==> src/rior_defines.vh <==
// Constants of the remote I/O error reporter: offsets, fields, reset values, timing.
`ifndef RIOR_DEFINES_VH
`define RIOR_DEFINES_VH

// ==================================================
// Register offsets
`define RIOR_OFF_CTRL      12'h000
`define RIOR_OFF_STATUS    12'h004
`define RIOR_OFF_ERRWORD   12'h008
`define RIOR_OFF_IRQ_STAT  12'h00C
`define RIOR_OFF_IRQ_MASK  12'h010

// ==================================================
// Control fields
`define RIOR_CTRL_STEP_SMALL  0
`define RIOR_CTRL_STEP_LARGE  1
`define RIOR_CTRL_SMALL_VAR   2
`define RIOR_CTRL_SCAN_START  3
`define RIOR_CTRL_CLEAR       4
`define RIOR_CTRL_RESET       3'h0

// ==================================================
// Interrupt fields
`define RIOR_IRQ_FAULT      0
`define RIOR_IRQ_MULTI      1
`define RIOR_IRQ_OVERFLOW   2
`define RIOR_IRQ_SCAN_DONE  3
`define RIOR_IRQ_W          4
`define RIOR_IRQ_RESET      4'h0

// ==================================================
// Error word encoding
`define RIOR_UNIT_NIBBLE    4'hB
`define RIOR_MASTER_NIBBLE  4'h8
`define RIOR_KIND_MASTER    2'h0
`define RIOR_KIND_SLAVE     2'h1
`define RIOR_KIND_TERMINAL  2'h2
`define RIOR_TERM_ADDR_MAX  5'h1F

// ==================================================
// Queue and timing
`define RIOR_DEPTH          8
`define RIOR_PTR_W          3
`define RIOR_CNT_W          4
`define RIOR_CLK_KHZ        200000
`define RIOR_BLINK_HALF_MS  250

`endif

==> src/rior_top.v <==
// Remote I/O error reporter: fault queue, error word, terminator check and APB registers.
`timescale 1ns/10ps
`default_nettype none
`include "rior_defines.vh"

module rior_top #(
    parameter [25:0] BLINK_HALF_CYC = `RIOR_BLINK_HALF_MS * `RIOR_CLK_KHZ
) (
    input  wire        pclk,
    input  wire        presetn,
    input  wire        ce,
    // APB slave
    input  wire        psel,
    input  wire        penable,
    input  wire        pwrite,
    input  wire [11:0] paddr,
    input  wire [31:0] pwdata,
    output reg  [31:0] prdata,
    output wire        pready,
    output wire        pslverr,
    // Fault reports from the link
    input  wire        fault_valid,
    input  wire [1:0]  fault_kind,
    input  wire [2:0]  fault_master,
    input  wire [2:0]  fault_slave,
    input  wire [4:0]  fault_term_addr,
    input  wire [1:0]  fault_word_mult,
    // Terminator detection
    input  wire        term_seen,
    input  wire [2:0]  term_master,
    input  wire [2:0]  term_slave,
    input  wire        scan_done,
    // Outputs
    output wire [15:0] error_word,
    output reg         error_flag,
    output reg         terminator_check_indicator,
    output wire        irq
);
    // ==================================================
    // Indicator states
    localparam [1:0] IND_SEARCH = 2'h0;
    localparam [1:0] IND_MULTI  = 2'h1;
    localparam [1:0] IND_SINGLE = 2'h2;

    // ==================================================
    // Encoding helpers
    function [7:0] bin_to_bcd;
        input [4:0] v;
        begin
            if (v >= 5'd30) begin
                bin_to_bcd = {4'h3, v[3:0] - 4'hE};
            end else if (v >= 5'd20) begin
                bin_to_bcd = {4'h2, v[3:0] - 4'h4};
            end else if (v >= 5'd10) begin
                bin_to_bcd = {4'h1, v[3:0] - 4'hA};
            end else begin
                bin_to_bcd = {4'h0, v[3:0]};
            end
        end
    endfunction

    // Upper byte for master or slave entries
    function [7:0] unit_byte;
        input [2:0] order;
        input       is_small;
        begin
            if (is_small) begin
                unit_byte = {`RIOR_UNIT_NIBBLE, 2'b00, order[1:0]};
            end else begin
                unit_byte = {`RIOR_UNIT_NIBBLE, 1'b0, order};
            end
        end
    endfunction

    // Slave number nibble, trimmed in the small variant
    function [3:0] slave_nib;
        input [2:0] num;
        input       is_small;
        begin
            if (is_small) begin
                slave_nib = {3'b000, num[0]};
            end else begin
                slave_nib = {1'b0, num};
            end
        end
    endfunction

    // ==================================================
    // State
    reg  [2:0]  ctrl_reg;
    reg  [3:0]  irq_stat_reg;
    reg  [3:0]  irq_mask_reg;
    reg  [3:0]  cnt_reg;
    reg  [2:0]  rd_idx_reg;
    reg  [3:0]  term_cnt_reg;
    reg  [1:0]  ind_state_reg;
    reg  [1:0]  ind_state_next;
    reg         fault_held_reg;
    reg         step_prev_reg;
    reg  [15:0] push_word;
    reg         push_ok;
    wire        blink_phase;

    // ==================================================
    // APB decode
    wire acc      = psel & penable;
    wire wr_acc   = acc & pwrite;
    wire rd_setup = psel & ~penable & ~pwrite;
    wire rd_acc   = acc & ~pwrite;
    wire mapped   = (paddr == `RIOR_OFF_CTRL) || (paddr == `RIOR_OFF_STATUS) ||
                    (paddr == `RIOR_OFF_ERRWORD) || (paddr == `RIOR_OFF_IRQ_STAT) ||
                    (paddr == `RIOR_OFF_IRQ_MASK);

    assign pready  = 1'b1;
    assign pslverr = acc & ~mapped;

    wire wr_ctrl  = wr_acc & (paddr == `RIOR_OFF_CTRL);
    wire wr_mask  = wr_acc & (paddr == `RIOR_OFF_IRQ_MASK);
    wire rd_istat = rd_acc & (paddr == `RIOR_OFF_IRQ_STAT);
    wire scan_go  = wr_ctrl & pwdata[`RIOR_CTRL_SCAN_START];
    wire clear_go = wr_ctrl & pwdata[`RIOR_CTRL_CLEAR];
    wire is_small = ctrl_reg[`RIOR_CTRL_SMALL_VAR];

    // Either variant's step bit drives the same queue
    wire step_now  = ctrl_reg[`RIOR_CTRL_STEP_SMALL] | ctrl_reg[`RIOR_CTRL_STEP_LARGE];
    wire step_fall = step_prev_reg & ~step_now;

    // ==================================================
    // Entry encoding; a fault wins over a terminator in the same cycle
    always @* begin
        push_word = 16'h0000;
        push_ok   = 1'b0;
        if (fault_valid) begin
            if (fault_kind == `RIOR_KIND_MASTER) begin
                push_word = {unit_byte(fault_master, is_small), `RIOR_MASTER_NIBBLE, 4'h0};
                push_ok   = 1'b1;
            end else if (fault_kind == `RIOR_KIND_SLAVE) begin
                push_word = {unit_byte(fault_master, is_small),
                             slave_nib(fault_slave, is_small), 4'h0};
                push_ok   = 1'b1;
            end else if (fault_kind == `RIOR_KIND_TERMINAL) begin
                // Even code per multiplier; small variant has multiplier 0 only
                push_word = {bin_to_bcd(fault_term_addr), 1'b0,
                             (is_small ? 2'b00 : fault_word_mult), 1'b0, 4'h0};
                push_ok   = 1'b1;
            end
        end else if (term_seen && ind_state_reg != IND_SINGLE) begin
            push_word = {unit_byte(term_master, is_small), slave_nib(term_slave, is_small), 4'h0};
            push_ok   = 1'b1;
        end else if (term_seen) begin
            push_word = {unit_byte(term_master, is_small), slave_nib(term_slave, is_small), 4'h0};
            push_ok   = 1'b1;
        end
    end

    wire full      = (cnt_reg == `RIOR_DEPTH);
    wire push      = push_ok & (~full | clear_go);
    wire overflow  = push_ok & full & ~clear_go;

    // ==================================================
    // Queue pointers
    always @(posedge pclk or negedge presetn) begin
        if (!presetn) begin
            cnt_reg        <= 4'h0;
            rd_idx_reg     <= 3'h0;
            step_prev_reg  <= 1'b0;
            fault_held_reg <= 1'b0;
        end else if (ce) begin
            step_prev_reg <= step_now;
            if (clear_go) begin
                cnt_reg        <= {3'h0, push};
                rd_idx_reg     <= 3'h0;
                fault_held_reg <= push & fault_valid;
            end else begin
                if (push) begin
                    cnt_reg <= cnt_reg + 4'h1;
                end
                if (fault_valid && push_ok) begin
                    fault_held_reg <= 1'b1;
                end
                if (step_fall && cnt_reg != 4'h0) begin
                    if ({1'b0, rd_idx_reg} == cnt_reg - 4'h1) begin
                        rd_idx_reg <= 3'h0;
                    end else begin
                        rd_idx_reg <= rd_idx_reg + 3'h1;
                    end
                end
            end
        end
    end

    rior_fault_mem u_mem (
        .pclk  (pclk),
        .ce    (ce),
        .we    (push),
        .waddr (clear_go ? 3'h0 : cnt_reg[2:0]),
        .wdata (push_word),
        .raddr (rd_idx_reg),
        .rdata (error_word)
    );

    // ==================================================
    // Terminator check
    always @* begin
        ind_state_next = ind_state_reg;
        case (ind_state_reg)
            IND_SEARCH: begin
                if (scan_done && term_cnt_reg == 4'h1 && !term_seen) begin
                    ind_state_next = IND_SINGLE;
                end else if (scan_done && (term_cnt_reg > 4'h1 ||
                             (term_seen && term_cnt_reg != 4'h0))) begin
                    ind_state_next = IND_MULTI;
                end else if (scan_done && term_seen) begin
                    ind_state_next = IND_SINGLE;
                end
            end
            IND_SINGLE: begin
                if (term_seen) begin
                    ind_state_next = IND_MULTI;
                end
            end
            IND_MULTI: begin
                ind_state_next = IND_MULTI;
            end
            default: begin
                ind_state_next = IND_SEARCH;
            end
        endcase
        if (scan_go || clear_go) begin
            ind_state_next = IND_SEARCH;
        end
    end

    always @(posedge pclk or negedge presetn) begin
        if (!presetn) begin
            ind_state_reg <= IND_SEARCH;
            term_cnt_reg  <= 4'h0;
        end else if (ce) begin
            ind_state_reg <= ind_state_next;
            if (scan_go || clear_go) begin
                term_cnt_reg <= 4'h0;
            end else if (term_seen && term_cnt_reg != 4'hF) begin
                term_cnt_reg <= term_cnt_reg + 4'h1;
            end
        end
    end

    rior_blink #(
        .HALF_CYC (BLINK_HALF_CYC)
    ) u_blink (
        .pclk    (pclk),
        .presetn (presetn),
        .ce      (ce),
        .run     (ind_state_reg == IND_MULTI),
        .phase   (blink_phase)
    );

    // ==================================================
    // Flag and indicator outputs
    always @(posedge pclk or negedge presetn) begin
        if (!presetn) begin
            error_flag                 <= 1'b0;
            terminator_check_indicator <= 1'b1;
        end else if (ce) begin
            error_flag <= fault_held_reg | (ind_state_reg == IND_MULTI);
            if (ind_state_reg == IND_SEARCH) begin
                terminator_check_indicator <= 1'b1;
            end else if (ind_state_reg == IND_MULTI) begin
                terminator_check_indicator <= blink_phase;
            end else begin
                terminator_check_indicator <= 1'b0;
            end
        end
    end

    // ==================================================
    // Control and interrupt registers
    wire [3:0] irq_set;
    assign irq_set[`RIOR_IRQ_FAULT]     = push & fault_valid;
    assign irq_set[`RIOR_IRQ_MULTI]     = (ind_state_next == IND_MULTI) &&
                                          (ind_state_reg != IND_MULTI);
    assign irq_set[`RIOR_IRQ_OVERFLOW]  = overflow;
    assign irq_set[`RIOR_IRQ_SCAN_DONE] = scan_done;

    always @(posedge pclk or negedge presetn) begin
        if (!presetn) begin
            ctrl_reg     <= `RIOR_CTRL_RESET;
            irq_stat_reg <= `RIOR_IRQ_RESET;
            irq_mask_reg <= `RIOR_IRQ_RESET;
        end else if (ce) begin
            if (wr_ctrl) begin
                ctrl_reg <= pwdata[2:0];
            end
            if (wr_mask) begin
                irq_mask_reg <= pwdata[3:0];
            end
            // Clear only what the read showed; a new set always wins
            if (rd_istat) begin
                irq_stat_reg <= (irq_stat_reg & ~prdata[3:0]) | irq_set;
            end else begin
                irq_stat_reg <= irq_stat_reg | irq_set;
            end
        end
    end

    assign irq = |(irq_stat_reg & irq_mask_reg);

    // ==================================================
    // Read data, captured in the setup cycle for a zero-wait access
    always @(posedge pclk or negedge presetn) begin
        if (!presetn) begin
            prdata <= 32'h0000_0000;
        end else if (ce) begin
            if (rd_setup) begin
                if (paddr == `RIOR_OFF_CTRL) begin
                    prdata <= {29'h0, ctrl_reg};
                end else if (paddr == `RIOR_OFF_STATUS) begin
                    prdata <= {16'h0, term_cnt_reg, 1'b0, rd_idx_reg, cnt_reg,
                               terminator_check_indicator, ind_state_reg, error_flag};
                end else if (paddr == `RIOR_OFF_ERRWORD) begin
                    prdata <= {16'h0, error_word};
                end else if (paddr == `RIOR_OFF_IRQ_STAT) begin
                    prdata <= {28'h0, irq_stat_reg};
                end else if (paddr == `RIOR_OFF_IRQ_MASK) begin
                    prdata <= {28'h0, irq_mask_reg};
                end else begin
                    prdata <= 32'h0000_0000;
                end
            end
        end
    end
endmodule
`default_nettype wire

==> src/rior_fault_mem.v <==
// Fault entry memory with registered read data.
`timescale 1ns/10ps
`default_nettype none
`include "rior_defines.vh"

module rior_fault_mem (
    input  wire        pclk,
    input  wire        ce,
    input  wire        we,
    input  wire [2:0]  waddr,
    input  wire [15:0] wdata,
    input  wire [2:0]  raddr,
    output reg  [15:0] rdata
);
    reg [15:0] mem [0:`RIOR_DEPTH-1];

    // No reset on the array; read data is only trusted once an entry exists
    always @(posedge pclk) begin
        if (ce) begin
            if (we) begin
                mem[waddr] <= wdata;
            end
            rdata <= mem[raddr];
        end
    end
endmodule
`default_nettype wire

==> src/rior_blink.v <==
// Square-wave generator for the blinking indicator.
`timescale 1ns/10ps
`default_nettype none
`include "rior_defines.vh"

module rior_blink #(
    parameter [25:0] HALF_CYC = 26'd50000000
) (
    input  wire pclk,
    input  wire presetn,
    input  wire ce,
    input  wire run,
    output reg  phase
);
    reg [25:0] cnt_reg;

    // Restarts with lit phase so a blink always begins visibly
    always @(posedge pclk or negedge presetn) begin
        if (!presetn) begin
            cnt_reg <= 26'h0;
            phase   <= 1'b1;
        end else if (ce) begin
            if (!run) begin
                cnt_reg <= 26'h0;
                phase   <= 1'b1;
            end else if (cnt_reg >= HALF_CYC - 26'd1) begin
                cnt_reg <= 26'h0;
                phase   <= ~phase;
            end else begin
                cnt_reg <= cnt_reg + 26'd1;
            end
        end
    end
endmodule
`default_nettype wire

==> config.mk <==
export PLATFORM = sky130hd
export DESIGN_NAME = rior_top
export DESIGN_NICKNAME = d
export VERILOG_FILES = /design/src/rior_top.v /design/src/rior_fault_mem.v /design/src/rior_blink.v
export VERILOG_INCLUDE_DIRS = /design/src
export SDC_FILE = /design/constraint.sdc
export NUM_CORES = 1
export LEC_CHECK = 0
export BUFFER_PORTS_ARGS = -buffer_cell sky130_fd_sc_hd__buf_2
export CAP_MARGIN = 20
export CORE_ASPECT_RATIO = 0.9
export CORE_MARGIN = 2
export CORE_UTILIZATION = 50
export CTS_BUF_LIST = sky130_fd_sc_hd__clkbuf_4
export DETAILED_ROUTE_END_ITERATION = 16
export HOLD_SLACK_MARGIN = 0.02
export PLACE_DENSITY = 0.72
export SKIP_LAST_GASP = 1
export SYNTH_ARGS = -nofsm -noshare
export SYNTH_HDL_FRONTEND = slang
export SYNTH_SLANG_ARGS = --single-unit
==> constraint.sdc <==
create_clock -name pclk -period 3.7 [get_ports pclk]
set_clock_uncertainty 0.2 [all_clocks]
set_input_delay 0.74 -clock pclk [delete_from_list [all_inputs] [get_ports pclk]]
set_output_delay 0.74 -clock pclk [all_outputs]
set_load 0.03 [all_outputs]
==> impl_summary.log <==
INFO  metric clkLatencyLatePin = roughly 0.57 ns
INFO  metric track_usage = 22.0%
INFO  metric slew_violations = 0
INFO  metric boundaryPins = about 130
INFO  metric least_margin_pin_slew = approximately 0.91 ns
INFO  metric timing.critical_path.slowest_stage_cell = or4_4
INFO  metric tritoncts_clock_tree = built
INFO  metric post_route_cells_drive_above_1_share = about a quarter
INFO  metric first_pass_iters = 5
INFO  metric hold_class = input pin to asynchronous set/reset pin
INFO  metric die_x = 138 um
INFO  metric internal-power = 0.00322 W
INFO  metric antenna_found_initial = 1
INFO  metric grt_overflow_total = 0
INFO  metric synthFlopType = edfxtp_1
INFO  metric worst_path_largest_cell_delay = approximately 0.54 ns
INFO  metric run_status = finished clean
INFO  metric synth_cell_types = 68
INFO  metric synth.yosys.seq_area_share = about three fifths
INFO  metric floorplan.rows = between 40 and 50
INFO  metric final-setup-viol-count = 0
INFO  metric cap_violations = 0
INFO  metric finalWirelength = roughly 18000 um
INFO  metric p_leak = 3.59 nW
INFO  metric cts_resized = 0
INFO  metric initial_core_utilization = about half
INFO  metric numClockSinks = between 150 and 200
INFO  metric detailedPlacementHpwl = about 13000 um
INFO  metric largest_reg_flops = between 80 and 90
INFO  metric yosysWarningCount = 0
INFO  metric timing.critical_path.from_type = input pin
INFO  metric worst_ir_drop_vdd = 0.323 mV
INFO  metric cp_data_arrival_time = approximately 2.1 ns
INFO  metric via_count = between 5k and 6k
INFO  metric detailed_place.area = 8690 um^2
INFO  metric p_sw = 0.00175 W
INFO  metric floorplan.die_area = about 17000 um^2
INFO  metric setup.worst_path.end_class = primary output
INFO  metric drt-wirelength-per-cell = between 15 and 20 um
INFO  metric syn-cell-area = between 8000 and 9000 um^2
INFO  metric cts_max_level = 4
INFO  metric port_buffer_count = between 70 and 80
INFO  metric die_y = around 120 um
INFO  metric synthesis.instances = roughly 630
INFO  metric ctsRootBufferMaster = clkbuf_4
INFO  metric layout.nets = 810
INFO  metric slew_headroom = between 30% and 40%
INFO  metric fin_cells = around 940
INFO  metric crit_required = between 2 and 3 ns
INFO  metric finalInstanceArea = between 8000 and 9000 um^2
INFO  metric synth.ff_latch_count = between 150 and 200
INFO  metric final_antenna_net_count = 0
INFO  metric rsz0062_at_grt = no
INFO  metric post_cts_hold_buffer_count = 0
INFO  metric cts.path.max_buffers = 2
INFO  metric via_to_cell_ratio = 5.73
INFO  metric post-route-min-period = 3.07 ns
INFO  metric power.clock.fraction = between 20% and 30%
INFO  metric layout.filler_cells = 1304
INFO  metric replace_congestion = 0.871
INFO  metric pwr_density_cell = ~550 nW/um^2
INFO  metric sequentialPowerShare = between 50 and 60%
INFO  metric path_common_cell = buf_2
INFO  metric tritoncts.num_buffers = 17
INFO  metric vias_in_the_first_global_route = 5510
INFO  metric area_added_between_synthesis_and_finish = 11.5%
INFO  metric detailedRoute.firstIterationViolations = around 280
INFO  metric worst-setup-path-type = input pin to primary output
INFO  metric placeableCoreArea = ~16000 um^2
INFO  metric cts_post_setup_buffers_inserted = 0
INFO  metric drt_drc_violations_left = 0
INFO  metric clk_pin_slew = roughly 0.16 ns
INFO  metric total_negative_setup_slack = 0 ns
INFO  metric pin_count_of_the_biggest_net_entering_global_routing = 39
INFO  metric wire_length_of_the_first_global_routing_pass = roughly 29000 um
INFO  metric share_comb_of_total_power = 27.6%
INFO  metric critical_path_peak_fanout = 7
INFO  metric period_utilization_post_route = 82.8%
INFO  metric post-layout-total-power = 0.00496 W
INFO  metric ys_async_sr_fraction = roughly two fifths
INFO  metric p_sw_share = about a third
INFO  metric synth_edf_count = approximately 100
INFO  metric critical_path_buf_inv_count = 2
INFO  metric crit_chain = buf_2 -> or4_4 -> nor2b_4 -> nand3_1 -> and4_1 -> buf_2
INFO  metric final-hold-violation-count = 0
INFO  metric syn_area_per_cell = 12.7 um^2
INFO  metric maximum_frequency_from_static_timing_analysis = around 330 MHz
INFO  metric place.detailed.instances = 911
INFO  metric timing.critical_path.max_delay_family = simple AND/OR/NAND/NOR gates
==> worst paths after layout <==
path	startpoint	end	slack, ns	cells past startpoint
setup / recovery	paddr[9]	pslverr	0.63	6
hold / removal	presetn	u_blink.cnt_reg[24]$_DFFE_PN0P_	0.04	1
setup reg to reg	cnt_reg[0]$_DFFE_PN0P_	u_mem.mem[6][5]$_DFFE_PP_	0.80	7
hold reg to reg	prdata[10]$_DFFE_PN0P_	prdata[10]$_DFFE_PN0P_	0.29	2
max in group asynchronous	presetn	terminator_check_indicator$_DFFE_PN1P_	2.53	2
min in group pclk	pwdata[2]	irq_mask_reg[2]$_DFFE_PN0P_	0.20	2
==> Yosys cell counts, drive strengths merged (4+ instances only) <==
master | number | area share [%]
and3 | 4 | 0.31
o2bb2ai | 5 | 0.54
a21oi | 17 | 1.1
and2 | 6 | 0.51
mux2i | 8 | 0.99
nor3 | 10 | 0.68
a22o | 6 | 0.65
nor4 | 10 | 0.93
nand2 | 62 | 3.0
o21ai | 21 | 1.3
buf | 33 | 2.9
and4 | 6 | 0.65
o31ai | 6 | 0.56
nor2b | 6 | 0.56
inv | 22 | 1.0
dfrtp | 69 | 21
ha | 13 | 2.0
nand3 | 15 | 0.93
xor2 | 14 | 1.5
xnor2 | 18 | 2.0
a31oi | 4 | 0.31
clkbuf | 15 | 0.71
a211oi | 4 | 0.37
a221oi | 4 | 0.43
nand4 | 10 | 0.78
nor2 | 51 | 2.4
edfxtp | 99 | 37
nand2b | 6 | 0.47
mux4 | 22 | 6.2
a22oi | 7 | 0.65
mux2 | 21 | 2.9
==> layout by cell type, fill, tap and decap left out, types with 22 or more instances in the layout <==
master and n:
nor2_1 51, conb_1 22, nand2_1 61, edfxtp_1 99, dfrtp_1 69, buf_2 77
mux4_2 22, inv_1 22, buf_4 22
==> power groups by stage <==
stage               Combinational [W]  Sequential (W)  Clock (W)
finish                        0.00137         0.00253    0.00106
global route                  0.00149         0.00256    0.00115
CTS                           0.00138         0.00253    0.00108
detailed placement            0.00137         0.00257          0
global placement              0.00132         0.00256          0
floorplan                    0.000978         0.00254          0
==> kinds of logic after synthesis <==
| kind of cell | share of synthesized area, % |
|---|---|
| fa+ha+maj | 2.02 |
| other cells | 0.0932 |
| flops | 59.0 |
| buf+inv | 4.63 |
| simple gates | 13.0 |
| mux | 10.1 |
| compound gates | 7.71 |
| xor+xnor | 3.48 |
==> per-stage QoR <==
step / setup slack, ns / util [%] / hold WS [ns]
2_1_floorplan: 0.203 / - / 0.244
3_3_place_gp: 0.503 / 54.4 / 0.263
3_5_place_dp: 0.443 / 54.4 / 0.274
4_1_cts: 0.650 / 56.2 / 0.0207
5_1_grt: 0.553 / 56.2 / 0.0629
6_report: 0.635 / 56.2 / 0.0371
==> routing by layer <==
metal / vias to the layer above / wire length (um) / global-route usage (%)
li1: 2482 / - / -
met5: - / 0 / 0
met3: 31 / 1190 / 5.29
met1: 2690 / 7640 / 29.5
met4: 0 / 387 / 8.04
met2: 207 / 8730 / 34.8
==> cell type report <==
cell class / instances / area (um^2) / share of cell area [%]
flip-flops and latches: 170 / 4750 / 52.9
diodes: 1 / 2.50 / 0.0279
well taps: 207 / 259 / 2.89
multi-input cells: 412 / 3030 / 33.7
clock buffers: 18 / 135 / 1.51
clock inverters: 14 / 150 / 1.67
repair buffers: 100 / 571 / 6.36
inverters: 22 / 82.6 / 0.920
No activity file was read; power rests on OpenSTA's default activity.
